### src/common/offcore_filter_defs.svh
// Purpose : named offsets, field positions and reset values of the uncore request filter block
// Assumes : included by bare name from the package and the design files
// Notes   : definitions only
`ifndef OFFCORE_FILTER_DEFS_SVH
`define OFFCORE_FILTER_DEFS_SVH

// ----------------------------------------------------------------------------
// register addresses
// ----------------------------------------------------------------------------
`define FILTER0_ADDR        32'h0000_01A6
`define FILTER1_ADDR        32'h0000_01A7

// ----------------------------------------------------------------------------
// filter field positions
// ----------------------------------------------------------------------------
`define REQ_LSB             0
`define REQ_MSB             15
`define RESP_LSB            16
`define RESP_MSB            30
`define SNOOP_LSB           31
`define SNOOP_MSB           37
`define OUTSTANDING_BIT     38

// writable bits: reserved 6, 32:31, 35 and 63:39 read as zero, and bit 38 also reads as zero in filter 1
`define FILTER0_WMASK       64'h0000_0076_7FFF_FFBF
`define FILTER1_WMASK       64'h0000_0036_7FFF_FFBF
`define FILTER_RESET        64'h0000_0000_0000_0000

// ----------------------------------------------------------------------------
// event selection
// ----------------------------------------------------------------------------
`define OFFCORE_EVENT_CODE  8'hB7
`define UNIT_MASK_FILTER0   8'h01
`define UNIT_MASK_FILTER1   8'h02

// ----------------------------------------------------------------------------
// global counter status
// ----------------------------------------------------------------------------
`define COUNTER_COUNT       4
`define SAMPLE_OVF_BIT      62
`define STATUS_RESET        64'h0000_0000_0000_0000
`define INCR_ZERO           8'h00
`define INCR_ONE            8'h01

`endif

### src/common/offcore_filter_pkg.sv
// Purpose : shared types of the uncore request filter block
// Assumes : constants come from offcore_filter_defs.svh
// Notes   : types only
`include "offcore_filter_defs.svh"

package offcore_filter_pkg;
    typedef logic [63:0]                      filter_t;
    typedef logic [`REQ_MSB:`REQ_LSB]         req_class_t;
    typedef logic [`RESP_MSB-`RESP_LSB:0]     resp_class_t;
    typedef logic [`SNOOP_MSB-`SNOOP_LSB:0]   snoop_class_t;
    typedef logic [`COUNTER_COUNT-1:0]        counter_mask_t;
    typedef logic [7:0]                       increment_t;
endpackage : offcore_filter_pkg

### src/logic/offcore_response_event_filter.sv
// Summary of operation
// - The sample overflow flag at status bit 62 sets when the write pointer reaches the threshold or leaves the buffer bounds.
// - An out-of-bounds pointer clears the overflow bits of the requesting counters and suppresses their reload.
// - Event B7 with unit mask 01 counts through filter 0 and with unit mask 02 through filter 1.
// - Each core owns its own pair of filter registers, one instance of this block per core.
// - Filter bits 15:0 select request classes, one bit per class.
// - Filter bits 30:16 select supplier or cache-hit response classes.
// - Filter bits 37:31 qualify second-level misses by snoop outcome.
// - Bit 38 accumulates outstanding-request cycles, software clears 37:16, and only filter 0 holds it.
// - Request bits 0 to 5 are demand data, demand ownership, fetch miss, writeback, prefetch read, prefetch ownership; bit 6 reserved.
// - Request bits 7 to 15 are partial read, partial write, uncacheable fetch, lock, full stream, soft prefetch, first-level prefetch, partial stream, any.
// - Snoop bits 33, 34, 36, 37 select true miss, peer hit no forward, peer modified hit, non-memory target; 32:31 and 35 reserved.
// - A filter with no request bit or no valid response pattern yields a count of zero.
// - A response pattern is valid when any response, hit, snoop or outstanding bit is set; a request needs a non-reserved bit.
// - Several request and response bits may be set together and count the combined class.
//
// Purpose : per-core uncore request filters and sample buffer overflow status
// Assumes : register port accesses are single-cycle; inputs synchronous to clk
// Notes   : counter_increment and counter_reload feed the programmable counters
`timescale 1ns/1ps
`include "offcore_filter_defs.svh"

module offcore_response_event_filter
    import offcore_filter_pkg::*;
(
    // clock and reset
    input  wire logic                        clk,
    input  wire logic                        reset_n,
    // register port
    input  wire logic                        reg_write,
    input  wire logic                        reg_read,
    input  wire logic [31:0]                 reg_addr,
    input  wire logic [63:0]                 reg_wdata,
    output      logic [63:0]                 reg_rdata,
    output      logic                        reg_rvalid,
    // counter event selection
    input  wire logic [7:0]                  event_code,
    input  wire logic [7:0]                  unit_mask,
    // completed uncore transaction
    input  wire logic                        txn_valid,
    input  wire offcore_filter_pkg::req_class_t   txn_class,
    input  wire offcore_filter_pkg::resp_class_t  txn_resp,
    input  wire offcore_filter_pkg::snoop_class_t txn_snoop,
    // request queue
    input  wire logic                        queue_accept,
    input  wire offcore_filter_pkg::req_class_t   queue_accept_class,
    input  wire logic                        queue_done,
    input  wire offcore_filter_pkg::req_class_t   queue_done_class,
    // sample buffer
    input  wire logic                        sample_written,
    input  wire logic [63:0]                 sample_write_pointer,
    input  wire logic [63:0]                 sample_buffer_base,
    input  wire logic [63:0]                 sample_interrupt_threshold,
    input  wire logic [63:0]                 sample_buffer_limit,
    input  wire offcore_filter_pkg::counter_mask_t applicable_counters,
    // counter overflow status
    input  wire offcore_filter_pkg::counter_mask_t counter_overflow,
    input  wire logic [63:0]                 status_clear,
    output      logic [63:0]                 global_counter_status,
    // programmable counter control
    output      offcore_filter_pkg::increment_t   counter_increment,
    output      offcore_filter_pkg::counter_mask_t counter_reload
);
    import offcore_filter_pkg::*;

    // -------------------------------------------------------------------------
    // reset release
    // -------------------------------------------------------------------------
    logic rst_meta_n;
    logic rst_n;

    // asynchronous assert, two-stage synchronous release
    always_ff @(posedge clk or negedge reset_n) begin
        if (!reset_n) begin
            rst_meta_n <= 1'b0;
            rst_n      <= 1'b0;
        end else begin
            rst_meta_n <= 1'b1;
            rst_n      <= rst_meta_n;
        end
    end

    // -------------------------------------------------------------------------
    // filter registers
    // -------------------------------------------------------------------------
    filter_t     filter0;
    filter_t     filter1;
    filter_t     next_filter0;
    filter_t     next_filter1;
    logic [63:0] next_rdata;
    logic        hit0;
    logic        hit1;

    assign hit0 = reg_addr == `FILTER0_ADDR;
    assign hit1 = reg_addr == `FILTER1_ADDR;

    // writes store only defined bits; filter 1 has no outstanding bit
    always_comb begin
        next_filter0 = filter0;
        next_filter1 = filter1;
        next_rdata   = reg_rdata;
        if (reg_write && hit0) begin
            next_filter0 = reg_wdata & `FILTER0_WMASK;
        end
        if (reg_write && hit1) begin
            next_filter1 = reg_wdata & `FILTER1_WMASK;
        end
        if (reg_read) begin
            next_rdata = hit0 ? filter0 : hit1 ? filter1 : `FILTER_RESET;
        end
    end

    // private to this core's instance
    always_ff @(posedge clk or negedge rst_n) begin
        if (!rst_n) begin
            filter0    <= `FILTER_RESET;
            filter1    <= `FILTER_RESET;
            reg_rdata  <= `FILTER_RESET;
            reg_rvalid <= 1'b0;
        end else begin
            filter0    <= next_filter0;
            filter1    <= next_filter1;
            reg_rdata  <= next_rdata;
            reg_rvalid <= reg_read;
        end
    end

    // -------------------------------------------------------------------------
    // transaction matching
    // -------------------------------------------------------------------------
    increment_t incr0;
    increment_t incr1;
    increment_t next_increment;

    // class positions fixed by the filter layout
    request_filter_match match0 (
        .clk                (clk),
        .rst_n              (rst_n),
        .filter             (filter0),
        .txn_valid          (txn_valid),
        .txn_class          (txn_class),
        .txn_resp           (txn_resp),
        .txn_snoop          (txn_snoop),
        .queue_accept       (queue_accept),
        .queue_accept_class (queue_accept_class),
        .queue_done         (queue_done),
        .queue_done_class   (queue_done_class),
        .increment          (incr0)
    );

    request_filter_match match1 (
        .clk                (clk),
        .rst_n              (rst_n),
        .filter             (filter1),
        .txn_valid          (txn_valid),
        .txn_class          (txn_class),
        .txn_resp           (txn_resp),
        .txn_snoop          (txn_snoop),
        .queue_accept       (queue_accept),
        .queue_accept_class (queue_accept_class),
        .queue_done         (queue_done),
        .queue_done_class   (queue_done_class),
        .increment          (incr1)
    );

    // unit mask picks which filter drives the counter; reserved snoop bits never store
    always_comb begin
        next_increment = `INCR_ZERO;
        if (event_code == `OFFCORE_EVENT_CODE) begin
            if (unit_mask == `UNIT_MASK_FILTER0) begin
                next_increment = incr0;
            end else if (unit_mask == `UNIT_MASK_FILTER1) begin
                next_increment = incr1;
            end
        end
    end

    always_ff @(posedge clk or negedge rst_n) begin
        if (!rst_n) begin
            counter_increment <= `INCR_ZERO;
        end else begin
            counter_increment <= next_increment;
        end
    end

    // -------------------------------------------------------------------------
    // sample buffer status
    // -------------------------------------------------------------------------
    logic          out_of_bounds;
    logic          at_threshold;
    logic [63:0]   next_status;
    counter_mask_t next_reload;

    assign out_of_bounds = (sample_write_pointer < sample_buffer_base)
                         | (sample_write_pointer > sample_buffer_limit);
    assign at_threshold  = sample_write_pointer >= sample_interrupt_threshold;

    // hardware sets win over software clears in the same cycle
    always_comb begin
        next_status = global_counter_status & ~status_clear;
        next_reload = '0;
        if (sample_written) begin
            if (out_of_bounds) begin
                // no reload from the debug store area on a bad pointer
                next_status[`COUNTER_COUNT-1:0] = next_status[`COUNTER_COUNT-1:0]
                                                & ~applicable_counters;
            end else begin
                next_reload = applicable_counters;
            end
            if (out_of_bounds || at_threshold) begin
                next_status[`SAMPLE_OVF_BIT] = 1'b1;
            end
        end
        next_status[`COUNTER_COUNT-1:0] = next_status[`COUNTER_COUNT-1:0]
                                        | counter_overflow;
    end

    always_ff @(posedge clk or negedge rst_n) begin
        if (!rst_n) begin
            global_counter_status <= `STATUS_RESET;
            counter_reload        <= '0;
        end else begin
            global_counter_status <= next_status;
            counter_reload        <= next_reload;
        end
    end
endmodule : offcore_response_event_filter

### src/logic/request_filter_match.sv
// Purpose : matches uncore transactions against one filter and yields the counter increment
// Assumes : class vectors are one bit per class, aligned to the filter fields
// Notes   : increment is combinational; the top registers it
`timescale 1ns/1ps
`include "offcore_filter_defs.svh"

module request_filter_match
    import offcore_filter_pkg::*;
(
    // clock and reset
    input  wire logic                       clk,
    input  wire logic                       rst_n,
    // filter setting
    input  wire offcore_filter_pkg::filter_t      filter,
    // completed uncore transaction
    input  wire logic                       txn_valid,
    input  wire offcore_filter_pkg::req_class_t   txn_class,
    input  wire offcore_filter_pkg::resp_class_t  txn_resp,
    input  wire offcore_filter_pkg::snoop_class_t txn_snoop,
    // request queue acceptance and response arrival
    input  wire logic                       queue_accept,
    input  wire offcore_filter_pkg::req_class_t   queue_accept_class,
    input  wire logic                       queue_done,
    input  wire offcore_filter_pkg::req_class_t   queue_done_class,
    // amount to add this cycle
    output      offcore_filter_pkg::increment_t   increment
);
    import offcore_filter_pkg::*;

    increment_t pending;
    increment_t next_pending;
    logic       req_valid;
    logic       resp_valid;
    logic       req_hit;
    logic       resp_hit;
    logic       outstanding;
    logic       acc_hit;
    logic       done_hit;

    // -------------------------------------------------------------------------
    // selection checks
    // -------------------------------------------------------------------------
    // reserved bits never store, so any set bit is a legal one
    assign req_valid   = |filter[`REQ_MSB:`REQ_LSB];
    assign resp_valid  = |filter[`OUTSTANDING_BIT:`RESP_LSB];
    assign outstanding = filter[`OUTSTANDING_BIT];
    // any selected class matches, several may be set together
    assign req_hit     = |(txn_class & filter[`REQ_MSB:`REQ_LSB]);
    assign resp_hit    = |(txn_resp & filter[`RESP_MSB:`RESP_LSB])
                       | |(txn_snoop & filter[`SNOOP_MSB:`SNOOP_LSB]);
    assign acc_hit     = queue_accept & |(queue_accept_class & filter[`REQ_MSB:`REQ_LSB]);
    assign done_hit    = queue_done & |(queue_done_class & filter[`REQ_MSB:`REQ_LSB]);

    // -------------------------------------------------------------------------
    // outstanding request tracking
    // -------------------------------------------------------------------------
    // live from queue acceptance to response arrival
    always_comb begin
        next_pending = pending;
        if (acc_hit && !done_hit) begin
            next_pending = increment_t'(pending + `INCR_ONE);
        end else if (done_hit && !acc_hit && pending != `INCR_ZERO) begin
            next_pending = increment_t'(pending - `INCR_ONE);
        end
    end

    always_ff @(posedge clk or negedge rst_n) begin
        if (!rst_n) begin
            pending <= `INCR_ZERO;
        end else begin
            pending <= next_pending;
        end
    end

    // -------------------------------------------------------------------------
    // increment selection
    // -------------------------------------------------------------------------
    always_comb begin
        increment = `INCR_ZERO;
        if (req_valid && resp_valid) begin
            if (outstanding) begin
                increment = pending;
            end else if (txn_valid && req_hit && resp_hit) begin
                increment = `INCR_ONE;
            end
        end
    end
endmodule : request_filter_match
### config.mk
export PLATFORM = sky130hd
export DESIGN_NAME = offcore_response_event_filter
export DESIGN_NICKNAME = d
export VERILOG_FILES = /design/src/common/offcore_filter_pkg.sv /design/src/logic/offcore_response_event_filter.sv /design/src/logic/request_filter_match.sv
export VERILOG_INCLUDE_DIRS = /design/src /design/src/common
export SDC_FILE = /design/constraint.sdc
export NUM_CORES = 1
export LEC_CHECK = 0
export ABC_AREA = 1
export BUFFER_PORTS_ARGS = -buffer_cell sky130_fd_sc_hd__buf_2
export CORE_AREA = 2 2 255 257
export DETAILED_ROUTE_END_ITERATION = 6
export DIE_AREA = 0 0 257 259
export SYNTH_ARGS = -nofsm -noshare
export SYNTH_HDL_FRONTEND = slang
export SYNTH_SLANG_ARGS = --single-unit
### constraint.sdc
create_clock -name clk -period 5.6 [get_ports clk]
set_clock_uncertainty 0.05 [all_clocks]
set_input_delay 0.56 -clock clk [delete_from_list [all_inputs] [get_ports clk]]
set_output_delay 0.56 -clock clk [all_outputs]
set_load 0.02 [all_outputs]
# After elaboration in Yosys (flattened, before gate mapping)
# Cells that the tools add are included.
# op_classes
addsub	2
n_lt_le_gt_ge	3
n_eq_ne	5
n_mux	18
bitwise	18
n_reduce_logical	28
# op_table
cell	count
16-bit bitwise AND	4
64-bit bitwise AND	1
32-bit by 9-bit equality test with 1-bit output (second input constant)	2
64-bit >= comparator	1
64-bit > comparator	1
64-bit less-than comparator	1
8-bit 2-to-1 mux	8
64-bit inverter	1
16-bit OR reduction	4
15-bit OR reduction	4
39-bit 2-to-1 mux	1
38-bit 2-to-1 mux	1
15-bit bitwise AND	2
20-bit OR reduction	1
19-bit OR reduction	1
4-bit 2-to-1 mux	4
7-bit bitwise AND	2
7-bit OR reduction	2
1-bit logical AND	11
8-bit by 1-bit adder with 8-bit output (second input constant)	1
8-bit by 1-bit equality test with 1-bit output (second input constant)	1
8-bit by 2-bit equality test with 1-bit output (second input constant)	1
8-bit equality test (second input constant)	1
8-bit nonzero test	1
other kinds (10)	17
# totals
reg_bits	220
in_bits	518
wordCells	84

# Longest topological paths before layout
# logic_depth
ltp_word	9
depth_mapped	20
mapped_depth_nobuf	20

# Hierarchy
# Synthesis repeated with hierarchy kept, for this count alone.
# unflattened
cells_unflattened	2041
hier_area_um2	14941.8
# modules_own_cells
module	instances	cells_each	area_per_inst_um2
offcore_response_event_filter	1	1601	12416.9
request_filter_match	2	220	1262.5

# Worst setup path before layout
# OpenSTA, ideal clock, no wires.
# synth_timing
path_kind	input port to flip-flop
from	in queue_done_class[7]
to	reg match0.pending[7]
t_arrival_ns	2.737
required_time_ns	5.434
setup_slack_ns	2.696
cell_stages	18
cell_sequence	a22o_1 nor2_1 nand2_1 nor3_1 nor2_1 or2_2 ha_1 a21oi_1 nand2_1 nand2_1 nand2_1 a21oi_1 o21ai_0 a21o_1 nand2_1 nand2_1 nand2_1 nand2_1
# synth_between
elab_chain_cells	6
elab_cells_between_ends	9
# synth_lines
element	line	rtl
start, declared	offcore_response_event_filter.sv:48	input wire offcore_filter_pkg::req_class_t queue_done_class,
16-bit bitwise AND (*)	request_filter_match.sv:52	assign done_hit = queue_done & |(queue_done_class & filter[`REQ_MSB:`REQ_LSB]);
16-bit OR reduction (*)	request_filter_match.sv:52	
1-bit bitwise AND (*)	request_filter_match.sv:52	
1-bit zero test / 1-bit logical AND (equally long branches)	request_filter_match.sv:60, request_filter_match.sv:62	
1-bit logical AND (on tied branches)	n/a	
8-bit 2-to-1 mux / 2-bit nonzero test (equally long branches)	n/a	
end signal, assigned	request_filter_match.sv:69	pending <= `INCR_ZERO;
end signal, assigned	request_filter_match.sv:71	pending <= next_pending;
end, declared	request_filter_match.sv:30	increment_t pending;
# Mark *: on every way between the ends. The rest lies on a longest branch, timed or not.
# A chain may end at the register's enable or synchronous reset.

# Final worst setup path
# layout_timing
from	reg filter0[8]
to	reg match0.pending[7]
# layout_between
elab_chain_cells	7
elab_cells_between_ends	13
# layout_lines
element	line	rtl
start, declared	offcore_response_event_filter.sv:86	filter_t filter0;
start signal, assigned	offcore_response_event_filter.sv:116	filter0 <= `FILTER_RESET;
start signal, assigned	offcore_response_event_filter.sv:121	filter0 <= next_filter0;
16-bit bitwise AND	request_filter_match.sv:51	assign acc_hit = queue_accept & |(queue_accept_class & filter[`REQ_MSB:`REQ_LSB]);
16-bit OR reduction	request_filter_match.sv:51	
1-bit bitwise AND	request_filter_match.sv:51	
1-bit zero test	request_filter_match.sv:62	end else if (done_hit && !acc_hit && pending != `INCR_ZERO) begin
1-bit logical AND	request_filter_match.sv:62	
1-bit logical AND (no source line)	n/a	
2-bit nonzero test (no source line)	n/a	
# Several ways; a longest one is shown, not always the timed one.

==> metrics <==
Yosys reg bits 191; htree depth 4; fmax 0.279 GHz; clk sinks 191; gr usage total 15.2%; Residual DRC 0; CP max FO 9; critical path required time 5.92 ns; Placer Congestion 0.922; Max-slew headroom 36.4%; die area 66600 sq um; port bufs 594; kind of end point of the critical path flip-flop; Slew Viols, Final 0; Sum Neg Setup Slack 0 ns; Syn-to-layout area delta 33.7%; Final Hold Viols 0; Post-Syn Area per Cell 7.54 sq um; layout net count 3084; CP top delay family simple AND/OR/NAND/NOR gates; Final Cell Area 17900 sq um; initial antenna violation count 24; status completed; Final Setup Violations 0; sequential share of the synthesized area 35.6%; clk buf depth 2; Synth top area share 35.6%; share of cells above drive strength 1 27.0%; row cnt 93; HPWL after DPL 44.0 mm; Max-cap violations 0; Most common cell on crit path nand2_1; CTS tree done; hold buffers post-CTS 1; Via Count 13500; Routed Wire Length 51.7 mm; Final ANT Viol Nets 0; slowest library cell on the worst path dfrtp_1; crit path time final 3.58 ns; synth cell count leaders 391 x nand2_1, 348 x inv_1, 197 x ha_1; critical-path cell list a22o_1 > nor2_1 > nand2_1 > nor3_1 > nor2_1 > or2_2 > ha_1 > a21oi_1 > nand2_1 > nand2_1 > nand2_1 > a21oi_1 > o21ai_0 > a21o_1 > nand2_1 > nand2_1 > nand2_1 > nand2_1; global-route wire length before repair 76.1 mm; critical path type flip-flop to flip-flop; Final WS setup 2.02 ns; most numerous cell in the Yosys netlist nand2_1; IO Count 659; Yosys top cell by area dfrtp_1; drt wl/cell 15.9 microns; Pwr Total 0.00337 W; GRT overflow 0; dpl cell area 17300 sq um; Yosys cell types 35; top area cells in the synthesized netlist dfrtp_1 36%, ha_1 18%, nand2_1 11%, inv_1 9.7%, nor2_1 4.8%; leakage 10.2 nW; CP arrival 3.90 ns; top_reg_cell synth dfrtp_1; CTS Buf Count 17; Final Cycle Share 63.9%; Clock Latency Late Sink 0.48 ns; startpoint types flip-flop; Synth Instances 1780; Cell Area, Synth 13400 sq um; Detailed Routing Iterations Pass 1 6; Clk pin slew, worst setup/hold paths 0.08 ns; Worst-Margin Slew 0.954 ns; FFs w/ async S/R, synth 100%; worst vdd ir 0.000185 V; Yosys warnings 0; fill cell count 7015; core area 63900 sq um; Initial Util 21.0%; largest net degree at the start of global routing 159; Die H 259 microns; WP buf/inv 0; Power per Cell Area 188 nW/um^2; setup repair bufs after CTS 0; Placed Instances 3203; number of synthesized flops with an enable pin 0; worst min path class input pin to flip-flop; pre-CTS setup slack 1.84 ns; initial DRC count 893; Worst path max stage delay 0.53 ns; RSZ-0062 raised after global routing false; post-CTS sizing 0; vias per cell 4.15; DIE WIDTH 257 microns; vias in the first global route 12900; fin cells 3251; CTS Root Cell clkbuf_16
per-stage QoR:
step           hold WS (ns)  utilization, %
3_5_place_dp          0.229            27.1
6_report              0.165            28.1
2_1_floorplan         0.214               -
4_1_cts               0.130            28.0
3_3_place_gp          0.227            27.1
5_1_grt               0.127            28.1
metal layers:
metal  track usage (%)  routed length (microns)  vias to the layer above  share of wire, %
met5                 0                       80                        -              0.15
met1              20.5                    24100                     6050                47
met4              6.10                     1380                       12               2.7
li1                  -                        -                     6876                 -
met2              23.2                    22800                      486                44
met3              3.66                     3250                       73               6.3
flip-flops by register name, summed over array words and instances (netlist names), 4 cells and up:
register	count
filter1	34
counter_reload	4
match0.pending	8
reg_rdata	35
filter0	35
global_counter_status	64
counter_increment	8
worst paths after layout:
check / start / to / cells past startpoint / slack, ns
max: filter0[8] / match0.pending[7] / 18 / 2.02
min: status_clear[25] / global_counter_status[25] / 2 / 0.16
max reg2reg: filter0[8] / match0.pending[7] / 18 / 2.02
min reg2reg: rst_n / global_counter_status[48] / 0 / 0.21
max in group asynchronous: rst_n / global_counter_status[62] / 1 / 3.98
min in group asynchronous: rst_n / global_counter_status[48] / 0 / 0.21
power by group:
| group | switching [W] | internal (W) | total [W] |
|---|---|---|---|
| clock | 0.000659 | 0.000609 | 0.00127 |
| sequential | 0.0000190 | 0.00140 | 0.00142 |
| combinational | 0.000401 | 0.000286 | 0.000686 |
layout make-up:
type / instances / area [sq um] / share of cell area [%]
antenna: 15 / 37.5 / 0.209
clock buffer: 17 / 425 / 2.37
clock inverter: 15 / 183 / 1.02
inverter: 348 / 1310 / 7.28
multi-input combinational: 1208 / 7080 / 39.5
sequential: 191 / 4780 / 26.7
tap: 855 / 1070 / 5.96
timing repair buffer: 602 / 3050 / 17.0
kinds of logic after synthesis:
kind of cell    count (synthesis)  share of synthesized area, %
simple gates                  698                          21.6
buf+inv                       409                          12.4
compound gates                276                          11.4
fa+ha+maj                     198                          18.5
flops                         191                          35.6
xor+xnor                        6                         0.392
other cells                     2                        0.0560
cell usage in the layout (no fill, tap or decap), types with 33 or more instances in the layout:
master | netlist | layout
inv_1 | 348 | 348
buf_2 | 3 | 594
o21ai_1 | 33 | 33
a31oi_1 | 37 | 37
o21ai_0 | 70 | 70
nor2_1 | 170 | 169
nand3_1 | 61 | 60
dfrtp_1 | 191 | 190
a21oi_1 | 104 | 104
nand2_1 | 391 | 391
ha_1 | 197 | 197
Power figures use the tool's default switching activity.
